<file path="src/common/dasm_map.svh">
`ifndef DASM_MAP_SVH
`define DASM_MAP_SVH
// ----------------------------------------
// Address field layout
// ----------------------------------------
`define DASM_ROW_BITS 13
`define DASM_ADDR_BITS 13
`define DASM_AUTOPRE_BIT 10
`define DASM_COL11_BIT 11
`define DASM_PAGE_BYTES 1024
// ----------------------------------------
// Extended mode register one bits
// ----------------------------------------
`define DASM_EMR_RSTROBE_BIT 11
`define DASM_EMR1_SEL 2'h1
// ----------------------------------------
// Data width codes
// ----------------------------------------
`define DASM_W4 2'h0
`define DASM_W8 2'h1
`define DASM_W16 2'h2
`endif

</file>
<file path="src/common/dasm_pkg.sv">
package dasm_pkg;
	typedef enum logic [3:0]
	{
		DASM_CMD_NOP = 4'h0,
		DASM_CMD_MRS = 4'h1,
		DASM_CMD_ACT = 4'h2,
		DASM_CMD_RD = 4'h3,
		DASM_CMD_WR = 4'h4,
		DASM_CMD_PRE = 4'h5,
		DASM_CMD_REF = 4'h6,
		DASM_CMD_DESEL = 4'h7
	} dasm_cmd_type;
	typedef enum logic [1:0]
	{
		DASM_IDLE = 2'h0,
		DASM_BUSY = 2'h1
	} dasm_state_type;
endpackage

</file>
<file path="src/common/dasm_if.sv">
`timescale 1ns/1ps
interface dasm_if;
	logic cs_n;
	logic ras_n;
	logic cas_n;
	logic we_n;
	logic cke;
	logic bank_select_bit0;
	logic bank_select_bit1;
	logic [12:0] addr;
	logic [15:0] dq_ctl;
	logic [15:0] dq_dev;
	logic dq_dev_oe;
	logic lower_byte_strobe_ctl;
	logic upper_byte_strobe_ctl;
	logic strobe_ctl_oe;
	logic lower_byte_strobe_dev;
	logic upper_byte_strobe_dev;
	logic strobe_dev_oe;
	logic lower_byte_mask;
	logic upper_byte_mask;
	logic read_strobe_out;
	modport ctl (output cs_n, ras_n, cas_n, we_n, cke, bank_select_bit0, bank_select_bit1,
		addr, dq_ctl, lower_byte_strobe_ctl, upper_byte_strobe_ctl, strobe_ctl_oe,
		lower_byte_mask, upper_byte_mask,
		input dq_dev, dq_dev_oe, lower_byte_strobe_dev, upper_byte_strobe_dev,
		strobe_dev_oe, read_strobe_out);
	modport dev (input cs_n, ras_n, cas_n, we_n, cke, bank_select_bit0, bank_select_bit1,
		addr, dq_ctl, lower_byte_strobe_ctl, upper_byte_strobe_ctl, strobe_ctl_oe,
		lower_byte_mask, upper_byte_mask,
		output dq_dev, dq_dev_oe, lower_byte_strobe_dev, upper_byte_strobe_dev,
		strobe_dev_oe, read_strobe_out);
endinterface

</file>
<file path="src/hw/dasm_dev.sv">
`timescale 1ns/1ps
`include "dasm_map.svh"
// Contract
// - Two bank bits pick one of four
// - Address ten selects auto precharge
// - Row from thirteen low address lines
// - Column lines depend on data width
// - Page size is 1024 bytes always
// - Read strobe enabled by extended set one; the code enables it on byte-wide parts only
// - Read strobe on disables write masking
// - Read strobe toggles only during reads
// - Lower strobe low byte, upper high
// - Controller drives masks per byte lane
// - Commands decoded from control pins
// - Mode set uses bank bits selector
module dasm_dev
#(
	parameter logic [1:0] WIDTH_SEL = `DASM_W16,
	parameter int BURST_BEATS = 4
)
(
	// Clock and reset
	input wire logic mclk_i,
	input wire logic rst_i,
	// Link
	dasm_if.dev link,
	// Decoded access
	output logic acc_valid_o,
	output dasm_pkg::dasm_cmd_type acc_cmd_o,
	output logic [1:0] acc_bank_o,
	output logic [12:0] acc_row_o,
	output logic [10:0] acc_col_o,
	output logic acc_autopre_o,
	output logic [15:0] acc_wdata_o,
	output logic [1:0] acc_wmask_o,
	output logic read_strobe_en_o,
	output logic [10:0] page_bytes_log2_o,
	// Read data from the array
	input wire logic [15:0] rdata_i
);
	import dasm_pkg::*;
	// ----------------------------------------
	// Pin synchronisers
	// ----------------------------------------
	// Link pins come from outside, so two flops before decode
	logic [19:0] s1_reg, s2_reg;
	logic [19:0] pins;
	logic [17:0] wd1_reg, wd2_reg;
	assign pins = {link.cs_n, link.ras_n, link.cas_n, link.we_n, link.cke,
		link.bank_select_bit1, link.bank_select_bit0, link.addr};
	always_ff @(posedge mclk_i)
	begin
		s1_reg <= pins;
		s2_reg <= s1_reg;
		wd1_reg <= {link.dq_ctl, link.lower_byte_mask, link.upper_byte_mask};
		wd2_reg <= wd1_reg;
	end
	logic cs_n, ras_n, cas_n, we_n, cke;
	logic [1:0] ba;
	logic [12:0] a;
	assign {cs_n, ras_n, cas_n, we_n, cke, ba, a} = s2_reg;
	// ----------------------------------------
	// Command decode
	// ----------------------------------------
	dasm_cmd_type cmd;
	always_comb
	begin
		cmd = DASM_CMD_NOP;
		if (!cke || cs_n)
			cmd = DASM_CMD_DESEL;
		else
			case ({ras_n, cas_n, we_n})
				3'h0: cmd = DASM_CMD_MRS;
				3'h1: cmd = DASM_CMD_REF;
				3'h2: cmd = DASM_CMD_PRE;
				3'h3: cmd = DASM_CMD_ACT;
				3'h4: cmd = DASM_CMD_WR;
				3'h5: cmd = DASM_CMD_RD;
				default: cmd = DASM_CMD_NOP;
			endcase
	end
	// ----------------------------------------
	// Column extraction per width
	// ----------------------------------------
	logic [10:0] col;
	always_comb
	begin
		case (WIDTH_SEL)
			`DASM_W4: col = {a[`DASM_COL11_BIT], a[9:0]};
			`DASM_W8: col = {1'b0, a[9:0]};
			default: col = {2'h0, a[8:0]};
		endcase
	end
	// ----------------------------------------
	// Access state
	// ----------------------------------------
	dasm_state_type st_reg, st_next;
	logic [3:0] beat_reg, beat_next;
	logic rstrobe_en_reg, rstrobe_en_next;
	logic rstrobe_out_reg, rstrobe_out_next;
	logic valid_reg, valid_next;
	dasm_cmd_type cmd_reg, cmd_next;
	logic [1:0] bank_reg, bank_next;
	logic [12:0] row_reg, row_next;
	logic [10:0] col_reg, col_next;
	logic autopre_reg, autopre_next;
	logic [15:0] wdat_reg, wdat_next;
	logic [1:0] wmask_reg, wmask_next;
	logic rd_reg, rd_next;
	logic strobe_reg, strobe_next;
	logic [15:0] dq_reg, dq_next;
	always_comb
	begin
		st_next = st_reg;
		beat_next = beat_reg;
		rstrobe_en_next = rstrobe_en_reg;
		valid_next = 1'b0;
		cmd_next = cmd_reg;
		bank_next = bank_reg;
		row_next = row_reg;
		col_next = col_reg;
		autopre_next = autopre_reg;
		wdat_next = wd2_reg[17:2];
		// Lower mask covers the low byte, upper mask the high byte
		wmask_next = rstrobe_en_reg ? 2'h0 : wd2_reg[1:0];
		rd_next = 1'b0;
		strobe_next = 1'b0;
		dq_next = dq_reg;
		if (cmd == DASM_CMD_MRS && ba == `DASM_EMR1_SEL)
			rstrobe_en_next = (WIDTH_SEL == `DASM_W8) && a[`DASM_EMR_RSTROBE_BIT];
		if (cmd != DASM_CMD_NOP && cmd != DASM_CMD_DESEL)
		begin
			valid_next = 1'b1;
			cmd_next = cmd;
			bank_next = ba;
			if (cmd == DASM_CMD_ACT)
				row_next = a;
			if (cmd == DASM_CMD_RD || cmd == DASM_CMD_WR)
			begin
				col_next = col;
				autopre_next = a[`DASM_AUTOPRE_BIT];
			end
		end
		case (st_reg)
			DASM_IDLE:
				if (cmd == DASM_CMD_RD)
				begin
					st_next = DASM_BUSY;
					beat_next = 4'(BURST_BEATS - 1);
				end
			DASM_BUSY:
			begin
				rd_next = 1'b1;
				strobe_next = ~strobe_reg;
				dq_next = rdata_i;
				if (beat_reg == 4'h0)
					st_next = DASM_IDLE;
				else
					beat_next = beat_reg - 4'h1;
			end
			default: st_next = DASM_IDLE;
		endcase
		// Registered so the pin never glitches when the enable changes mid-burst
		rstrobe_out_next = strobe_next & rstrobe_en_next;
	end
	always_ff @(posedge mclk_i)
	begin
		if (rst_i)
		begin
			st_reg <= DASM_IDLE;
			beat_reg <= 4'h0;
			rstrobe_en_reg <= 1'b0;
			rstrobe_out_reg <= 1'b0;
			valid_reg <= 1'b0;
			cmd_reg <= DASM_CMD_NOP;
			bank_reg <= 2'h0;
			row_reg <= 13'h0;
			col_reg <= 11'h0;
			autopre_reg <= 1'b0;
			wdat_reg <= 16'h0;
			wmask_reg <= 2'h0;
			rd_reg <= 1'b0;
			strobe_reg <= 1'b0;
			dq_reg <= 16'h0;
		end
		else
		begin
			st_reg <= st_next;
			beat_reg <= beat_next;
			rstrobe_en_reg <= rstrobe_en_next;
			rstrobe_out_reg <= rstrobe_out_next;
			valid_reg <= valid_next;
			cmd_reg <= cmd_next;
			bank_reg <= bank_next;
			row_reg <= row_next;
			col_reg <= col_next;
			autopre_reg <= autopre_next;
			wdat_reg <= wdat_next;
			wmask_reg <= wmask_next;
			rd_reg <= rd_next;
			strobe_reg <= strobe_next;
			dq_reg <= dq_next;
		end
	end
	// ----------------------------------------
	// Outputs
	// ----------------------------------------
	assign acc_valid_o = valid_reg;
	assign acc_cmd_o = cmd_reg;
	assign acc_bank_o = bank_reg;
	assign acc_row_o = row_reg;
	assign acc_col_o = col_reg;
	assign acc_autopre_o = autopre_reg;
	assign acc_wdata_o = wdat_reg;
	assign acc_wmask_o = wmask_reg;
	assign read_strobe_en_o = rstrobe_en_reg;
	// Page byte count is the same for every width, so no width term
	assign page_bytes_log2_o = 11'(`DASM_PAGE_BYTES);
	assign link.dq_dev = dq_reg;
	assign link.dq_dev_oe = rd_reg;
	// Both strobes share one toggle; each times its own byte lane
	assign link.lower_byte_strobe_dev = strobe_reg;
	assign link.upper_byte_strobe_dev = strobe_reg;
	assign link.strobe_dev_oe = rd_reg;
	assign link.read_strobe_out = rstrobe_out_reg;
endmodule

</file>
<file path="src/flat_wrapper.sv">
// flat-port wrapper written by rule: the top's interface ports become plain ports
module dasm_dev_flat import dasm_pkg::*;
#(
	parameter logic [1:0] WIDTH_SEL = `DASM_W16,
	parameter int BURST_BEATS = 4
)
  (mclk_i, rst_i, acc_valid_o, acc_cmd_o, acc_bank_o, acc_row_o, acc_col_o, acc_autopre_o, acc_wdata_o, acc_wmask_o, read_strobe_en_o, page_bytes_log2_o, rdata_i, link_cs_n, link_ras_n, link_cas_n, link_we_n, link_cke, link_bank_select_bit0, link_bank_select_bit1, link_addr, link_dq_ctl, link_lower_byte_strobe_ctl, link_upper_byte_strobe_ctl, link_strobe_ctl_oe, link_lower_byte_mask, link_upper_byte_mask, link_dq_dev, link_dq_dev_oe, link_lower_byte_strobe_dev, link_upper_byte_strobe_dev, link_strobe_dev_oe, link_read_strobe_out);
  dasm_if link_i ();
  input wire logic mclk_i;
  input wire logic rst_i;
  output logic acc_valid_o;
  output dasm_pkg::dasm_cmd_type acc_cmd_o;
  output logic [1:0] acc_bank_o;
  output logic [12:0] acc_row_o;
  output logic [10:0] acc_col_o;
  output logic acc_autopre_o;
  output logic [15:0] acc_wdata_o;
  output logic [1:0] acc_wmask_o;
  output logic read_strobe_en_o;
  output logic [10:0] page_bytes_log2_o;
  input wire logic [15:0] rdata_i;
  input wire logic [$bits(link_i.cs_n)-1:0] link_cs_n;
  input wire logic [$bits(link_i.ras_n)-1:0] link_ras_n;
  input wire logic [$bits(link_i.cas_n)-1:0] link_cas_n;
  input wire logic [$bits(link_i.we_n)-1:0] link_we_n;
  input wire logic [$bits(link_i.cke)-1:0] link_cke;
  input wire logic [$bits(link_i.bank_select_bit0)-1:0] link_bank_select_bit0;
  input wire logic [$bits(link_i.bank_select_bit1)-1:0] link_bank_select_bit1;
  input wire logic [$bits(link_i.addr)-1:0] link_addr;
  input wire logic [$bits(link_i.dq_ctl)-1:0] link_dq_ctl;
  input wire logic [$bits(link_i.lower_byte_strobe_ctl)-1:0] link_lower_byte_strobe_ctl;
  input wire logic [$bits(link_i.upper_byte_strobe_ctl)-1:0] link_upper_byte_strobe_ctl;
  input wire logic [$bits(link_i.strobe_ctl_oe)-1:0] link_strobe_ctl_oe;
  input wire logic [$bits(link_i.lower_byte_mask)-1:0] link_lower_byte_mask;
  input wire logic [$bits(link_i.upper_byte_mask)-1:0] link_upper_byte_mask;
  output wire logic [$bits(link_i.dq_dev)-1:0] link_dq_dev;
  output wire logic [$bits(link_i.dq_dev_oe)-1:0] link_dq_dev_oe;
  output wire logic [$bits(link_i.lower_byte_strobe_dev)-1:0] link_lower_byte_strobe_dev;
  output wire logic [$bits(link_i.upper_byte_strobe_dev)-1:0] link_upper_byte_strobe_dev;
  output wire logic [$bits(link_i.strobe_dev_oe)-1:0] link_strobe_dev_oe;
  output wire logic [$bits(link_i.read_strobe_out)-1:0] link_read_strobe_out;
  assign link_i.cs_n = link_cs_n;
  assign link_i.ras_n = link_ras_n;
  assign link_i.cas_n = link_cas_n;
  assign link_i.we_n = link_we_n;
  assign link_i.cke = link_cke;
  assign link_i.bank_select_bit0 = link_bank_select_bit0;
  assign link_i.bank_select_bit1 = link_bank_select_bit1;
  assign link_i.addr = link_addr;
  assign link_i.dq_ctl = link_dq_ctl;
  assign link_i.lower_byte_strobe_ctl = link_lower_byte_strobe_ctl;
  assign link_i.upper_byte_strobe_ctl = link_upper_byte_strobe_ctl;
  assign link_i.strobe_ctl_oe = link_strobe_ctl_oe;
  assign link_i.lower_byte_mask = link_lower_byte_mask;
  assign link_i.upper_byte_mask = link_upper_byte_mask;
  assign link_dq_dev = link_i.dq_dev;
  assign link_dq_dev_oe = link_i.dq_dev_oe;
  assign link_lower_byte_strobe_dev = link_i.lower_byte_strobe_dev;
  assign link_upper_byte_strobe_dev = link_i.upper_byte_strobe_dev;
  assign link_strobe_dev_oe = link_i.strobe_dev_oe;
  assign link_read_strobe_out = link_i.read_strobe_out;
  dasm_dev #(.WIDTH_SEL(WIDTH_SEL), .BURST_BEATS(BURST_BEATS)) u_core (.mclk_i(mclk_i), .rst_i(rst_i), .link(link_i), .acc_valid_o(acc_valid_o), .acc_cmd_o(acc_cmd_o), .acc_bank_o(acc_bank_o), .acc_row_o(acc_row_o), .acc_col_o(acc_col_o), .acc_autopre_o(acc_autopre_o), .acc_wdata_o(acc_wdata_o), .acc_wmask_o(acc_wmask_o), .read_strobe_en_o(read_strobe_en_o), .page_bytes_log2_o(page_bytes_log2_o), .rdata_i(rdata_i));
endmodule
</file>
<file path="config.mk">
export PLATFORM = sky130hd
export DESIGN_NAME = dasm_dev_flat
export DESIGN_NICKNAME = d
export VERILOG_FILES = /design/src/common/dasm_pkg.sv /design/src/common/dasm_if.sv /design/src/hw/dasm_dev.sv /design/src/flat_wrapper.sv
export VERILOG_INCLUDE_DIRS = /design/src /design/src/common
export SDC_FILE = /design/constraint.sdc
export NUM_CORES = 1
export LEC_CHECK = 0
export ABC_AREA = 1
export BUFFER_PORTS_ARGS = -buffer_cell sky130_fd_sc_hd__buf_2
export CAP_MARGIN = 15
export CORE_ASPECT_RATIO = 0.5
export CORE_MARGIN = 2
export CORE_UTILIZATION = 52
export DETAILED_ROUTE_END_ITERATION = 7
export GPL_TIMING_DRIVEN = 0
export PLACE_DENSITY = 0.93
export SYNTH_ARGS = -nofsm -noshare
export SYNTH_HDL_FRONTEND = slang
export SYNTH_SLANG_ARGS = --single-unit
</file>
<file path="constraint.sdc">
create_clock -name mclk_i -period 2.3 [get_ports mclk_i]
set_input_delay 0.46 -clock mclk_i [delete_from_list [all_inputs] [get_ports mclk_i]]
set_output_delay 0.46 -clock mclk_i [all_outputs]
set_load 0.01 [all_outputs]
</file>
==> results.toml, run 1 <==
[timing]
hold_viol_final = 0
post-route-period-util_pct = 62.6
max-slew-margin-rel_pct = 66.5
max_freq_mhz = 694
setup_viol = 0
rsz0062_at_grt = "false"
slew_violations = 0
worst_pin_slew_ns = 0.502
timing.hold.ws_ns = 0.162
skew_ns = 0.00599
finalSetupTns_ns = 0
period_minus_slack_ns = 1.44

[floorplanning]
initial_core_util_pct = 55.2
die_x_um = 131
fp-row-count = 22
pin_count = 142
die_h_um = 67.3
dieArea_sq_um = 8780
coreArea_sq_um = 7540

[synthesis]
synthesis.area_sq_um = 4160
synth_area_per_cell_sq_um = 10.2
syn_inst = 409
ys_warn_count = 0
yosysSeqAreaShare_pct = 71.2
ys_ff_latch = 148
ys_types = 26

[layout]
fillers = 522
n_antenna_cell = 0
layout-drive-gt1-share_pct = 32.1
multiInputGateArea_sq_um = 926
fin_util_pct = 73.5
area_growth_pct = 33.3
regArea_sq_um = 2960
fin_nets = 624

[worst_setup_path]
cp.buffers_inverters = 2
cp_slowest_cell = "dfxtp_1"
cp_max_fo = 3
worstSetupEndpointType = "primary output"
arrival_ns = 0.98
worst-endpoint-required_ns = 1.84
crit_chain = "buf_4, buf_2"
critical-path-max-stage-delay_ns = 0.36
startpoint_type = "flop"
critPathTopFamily = "flip-flops"
critPathKind = "reg -> out"

[clock_network]
cts_hold_buf = 0
numCtsBuffers = 17
root_buffer = "clkbuf_16"
clk_path_buf_depth = 2
cts_setup_buffers = 0
insertion_delay_ns = 0.40
cts_tree = "done"
htree_levels = 4
cts.clk_slew.worst_paths_ns = 0.06
ctsResizeCount = 0
cts.sinks = 148

[outcome]
status = "complete, no violations"

[pwr]
p_clk_share_pct = 47.3
leakagePower_nw = 2.77
combPwrFrac_pct = 4.3
p_per_area_nw_per_um2 = 1010
power.total_mw = 5.61
peakVddDrop_v = 0.000661
swShare_pct = 20.9
power_switching_mw = 1.17
internal_power_mw = 4.44
seqPwrFrac_pct = 48.4

[route]
drt-initial-drc-count = 141
drtAntennaViolNets = 0
wl_per_cell_um = 11.7
vias = 3020
viasPerCell = 4.42
drc = 0
finalWirelength_um = 8010
first_pass_iters = 5

[global_routing]
gr-total-overflow = 0
grt_pass1_vias = 2777
grt_max_degree = 17
grt_pass1_wl_um = 12500
grt_antenna_before_repair = 0
grt_util_all_layers_pct = 19.1

[placed_design]
place_hpwl_um = 5480
gp_congestion = 0.749
port_buffers = 123

[run]
cap_violations = 0

[worst_hold_path]
min_path_type = "in -> reg"
==> layer usage <==
layer | GRT usage (%) | part of all wire, % | vias to the layer above
met5 | 0 | 0 | -
met4 | 9.84 | 1.2 | 0
met3 | 6.58 | 5.5 | 8
met2 | 32.4 | 52 | 100
met1 | 21.8 | 42 | 1363
li1 | - | - | 1549
==> synth_stat cells <==
master	n	share of area [%]
nand2_1	13	1.2
clkbuf_1	6	0.54
a21oi_2	1	0.21
buf_4	19	3.4
nor3b_1	2	0.36
nand2_2	1	0.15
clkbuf_2	1	0.12
ha_1	2	0.60
o21ai_1	5	0.60
a21oi_1	5	0.60
nor2_4	1	0.27
dfxtp_1	148	71
inv_1	30	2.7
xor2_1	1	0.21
o211ai_1	1	0.18
conb_1	2	0.18
inv_2	2	0.18
nor2_2	1	0.15
nor3_1	2	0.24
clkinv_1	2	0.18
nand4_1	1	0.15
nor2_1	107	9.7
nand4_2	1	0.30
nand3_1	10	1.2
o21ai_0	41	4.9
buf_2	4	0.48
==> final cells by class <==
cell class / instances / area share [%]
Buffer: 30 / 3.43
Timing Repair Buffer: 123 / 11.1
Inverter: 34 / 2.30
Sequential cell: 148 / 53.4
Multi-Input combinational cell: 209 / 16.7
Clock inverter: 12 / 2.37
Tap cell: 108 / 2.44
Clock buffer: 20 / 8.24
==> cell usage in the layout, fill, tap and decap left out, types with 2 or more instances in the layout <==
master,instances
buf_4,19
bufinv_16,2
dfxtp_1,148
nor3_1,2
nand2_1,13
clkbuf_1,7
clkbuf_16,17
buf_2,127
clkinvlp_4,4
clkbuf_8,2
inv_1,30
inv_2,2
o21ai_1,5
ha_1,2
nand3_1,10
a21oi_1,5
clkinv_4,3
clkinv_2,3
conb_1,14
nor3b_1,2
clkinv_1,2
nor2_1,107
o21ai_0,41
==> worst paths after layout <==
check	cells past startpoint	from	slack, ns	endpoint
hold reg to reg	0	u_core.s1_reg[9]	0.32	u_core.s2_reg[9]
setup / recovery	2	u_core.link.lower_byte_strobe_dev	0.86	link_upper_byte_strobe_dev
setup reg to reg	7	u_core.s2_reg[16]	0.90	u_core.beat_reg[2]
hold / removal	1	link_addr[5]	0.16	u_core.s1_reg[5]
==> metrics by stage <==
stage | std cells | cell area (sq um) | setup WS, ns
2_1_floorplan | 421 | 4210 | 1.06
3_3_place_gp | 652 | 4960 | 0.799
3_5_place_dp | 652 | 4960 | 0.752
4_1_cts | 684 | 5550 | 0.852
5_1_grt | 684 | 5550 | 0.753
6_report | 684 | 5550 | 0.859
==> power by group through the flow <==
stage	clock (mW)	combinational, mW	sequential [mW]
after floorplan	0	0.113	2.78
after global placement	0	0.230	2.76
after detailed placement	0	0.238	2.77
after CTS	2.70	0.241	2.71
after global routing	2.82	0.271	2.72
final	2.65	0.241	2.71
==> logic make-up after synthesis <==
| kind of cell | after synthesis | share of synthesized area, % |
|---|---|---|
| xor+xnor | 1 | 0.211 |
| buf+inv | 64 | 7.64 |
| simple gates | 139 | 13.7 |
| fa+ha+maj | 2 | 0.601 |
| other cells | 2 | 0.180 |
| flops | 148 | 71.2 |
| compound gates | 53 | 6.52 |
(Power assumes the default switching activity.)
==> run 2: changes to the inputs <==
--- a/config.mk
+++ b/config.mk
@@ -11,10 +11,10 @@
 export CAP_MARGIN = 15
 export CORE_ASPECT_RATIO = 0.5
 export CORE_MARGIN = 2
-export CORE_UTILIZATION = 52
+export CORE_UTILIZATION = 49
 export DETAILED_ROUTE_END_ITERATION = 7
 export GPL_TIMING_DRIVEN = 0
-export PLACE_DENSITY = 0.93
+export PLACE_DENSITY = 0.89
 export SYNTH_ARGS = -nofsm -noshare
 export SYNTH_HDL_FRONTEND = slang
 export SYNTH_SLANG_ARGS = --single-unit
==> constraint.sdc (replaced) <==
create_clock -name mclk_i -period 1.5 [get_ports mclk_i]
set_input_delay 0.3 -clock mclk_i [delete_from_list [all_inputs] [get_ports mclk_i]]
set_output_delay 0.3 -clock mclk_i [all_outputs]
set_load 0.01 [all_outputs]
==> results.toml, run 2 (synthesized netlist as in run 1, its figures left out) <==
[clock_network]
htree_levels = 4
cts_setup_buffers = 0
cts.sinks = 148
root_buffer = "clkbuf_16"
insertion_delay_ns = 0.41
clk_path_buf_depth = 2
cts.clk_slew.worst_paths_ns = 0.06
cts_tree = "done"
numCtsBuffers = 17

[worst_setup_path]
startpoint_type = "flop"
cp_max_fo = 10
r2r-end = "u_core.acc_col_o[5]"
worst-endpoint-required_ns = 1.83
rrSetupSlack_ns = 0.06
reg2reg_from = "u_core.s2_reg[17]"
critPathKind = "reg -> reg"
worstSetupEndpointType = "flop"
ff2ff_path_depth = 5
arrival_ns = 1.76

[layout]
fin_nets = 660
multiInputGateArea_sq_um = 935
n_antenna_cell = 0
mostFrequentLayoutCells = "dfxtp_1, buf_2, nor2_1"
layout-drive-gt1-share_pct = 30.9
fin_util_pct = 73.3
area_growth_pct = 42.9
final_common_cell = "dfxtp_1"
fillers = 540
regArea_sq_um = 2970

[timing]
skew_ns = 0.00628
slew_violations = 0
post-route-period-util_pct = 95.7
period_minus_slack_ns = 1.44
finalSetupTns_ns = 0
rsz0062_at_grt = "false"
setup_viol = 0
max_freq_mhz = 696
hold_viol_final = 0

[route]
wl_per_cell_um = 14.1
drtAntennaViolNets = 0
drc = 0
viasPerCell = 4.62
vias = 3348
first_pass_iters = 5
drt-initial-drc-count = 195
finalWirelength_um = 10200

[floorplanning]
dieArea_sq_um = 9290
die_x_um = 134
coreArea_sq_um = 8120
die_h_um = 69.2
fp-row-count = 23
pin_count = 142
initial_core_util_pct = 51.3

[global_routing]
grt_max_degree = 17
gr-total-overflow = 0
grt_antenna_before_repair = 0
grt_util_all_layers_pct = 22.9
grt_pass1_wl_um = 16200
grt_pass1_vias = 3355

[placed_design]
gp_congestion = 0.822
place_hpwl_um = 5820
port_buffers = 123

[pwr]
peakVddDrop_v = 0.00124
p_per_area_nw_per_um2 = 1500
power.total_mw = 8.94
leakagePower_nw = 2.94

[worst_hold_path]
hold_start = "link_addr[9]"
holdPathStages = 1
hold_end = "u_core.s1_reg[9]"
min_path_type = "in -> reg"

[run]
cap_violations = 0

[outcome]
status = "complete, no violations"
run 2: how the worst max path moves through the flow:
stage,start,end,slack [ns],cells after the start
after detailed placement,rst_i,u_core.acc_row_o[8],0.06,6
after CTS,u_core.s2_reg[18],u_core.acc_col_o[5],0.1,6
final,u_core.s2_reg[17],u_core.acc_col_o[5],0.06,5
after floorplan,u_core.beat_reg[0],u_core.beat_reg[0],0.39,8
after global placement,rst_i,u_core.acc_row_o[8],0.09,6
after global routing,u_core.st_reg[0],u_core.link.dq_dev[8],0.005,5
run 2: worst max-delay path: stages (launching register included):
cell     delay [ns]
dfxtp_1        0.52
nor2_2         0.11
nand2_1        0.18
buf_2          0.28
o21ai_1        0.10
nor2_1         0.16
run 2: layout make-up:
class	instances	area share [%]
sequential	148	49.9
multi-input combinational	209	15.7
clock inverter	13	2.65
inverter	34	2.21
buffer	30	3.20
tap	112	2.36
timing repair buffer	159	16.4
clock buffer	19	7.61
run 2: what timing repair did:
item	CTS	global route
endpoints found under the setup margin	0	15
gates resized for setup	0	6
hold buffers	36	0
endpoints found under the hold margin	36	0
run 2: power by group:
| group | switching [mW] | total (mW) | leakage, nW | internal (mW) |
|---|---|---|---|---|
| logic | 0.233 | 0.463 | 1.41 | 0.229 |
| registers | 0.0707 | 4.17 | 1.23 | 4.10 |
| clock network | 1.61 | 4.31 | 0.302 | 2.70 |
| total | 1.91 | 8.94 | 2.94 | 7.03 |
run 2: layer usage:
layer  vias up  part of all wire (%)  global-route usage (%)
li1       1621                     -                       -
met1      1538                    39                    24.3
met5         -                     0                       0
met3        41                   5.4                    6.77
met4         0                   4.9                    14.5
met2       148                    50                    39.9
run 2: through the flow:
stage	setup slack (ns)	hold slack, ns	area [sq um]	instances
global placement	0.0876	0.310	4960	656
floorplan	0.391	0.310	4210	421
CTS	0.0995	0.00172	5930	724
finish	0.0641	0.0141	5950	724
detailed placement	0.0646	0.312	4960	656
global route	0.00483	0.000953	5950	724
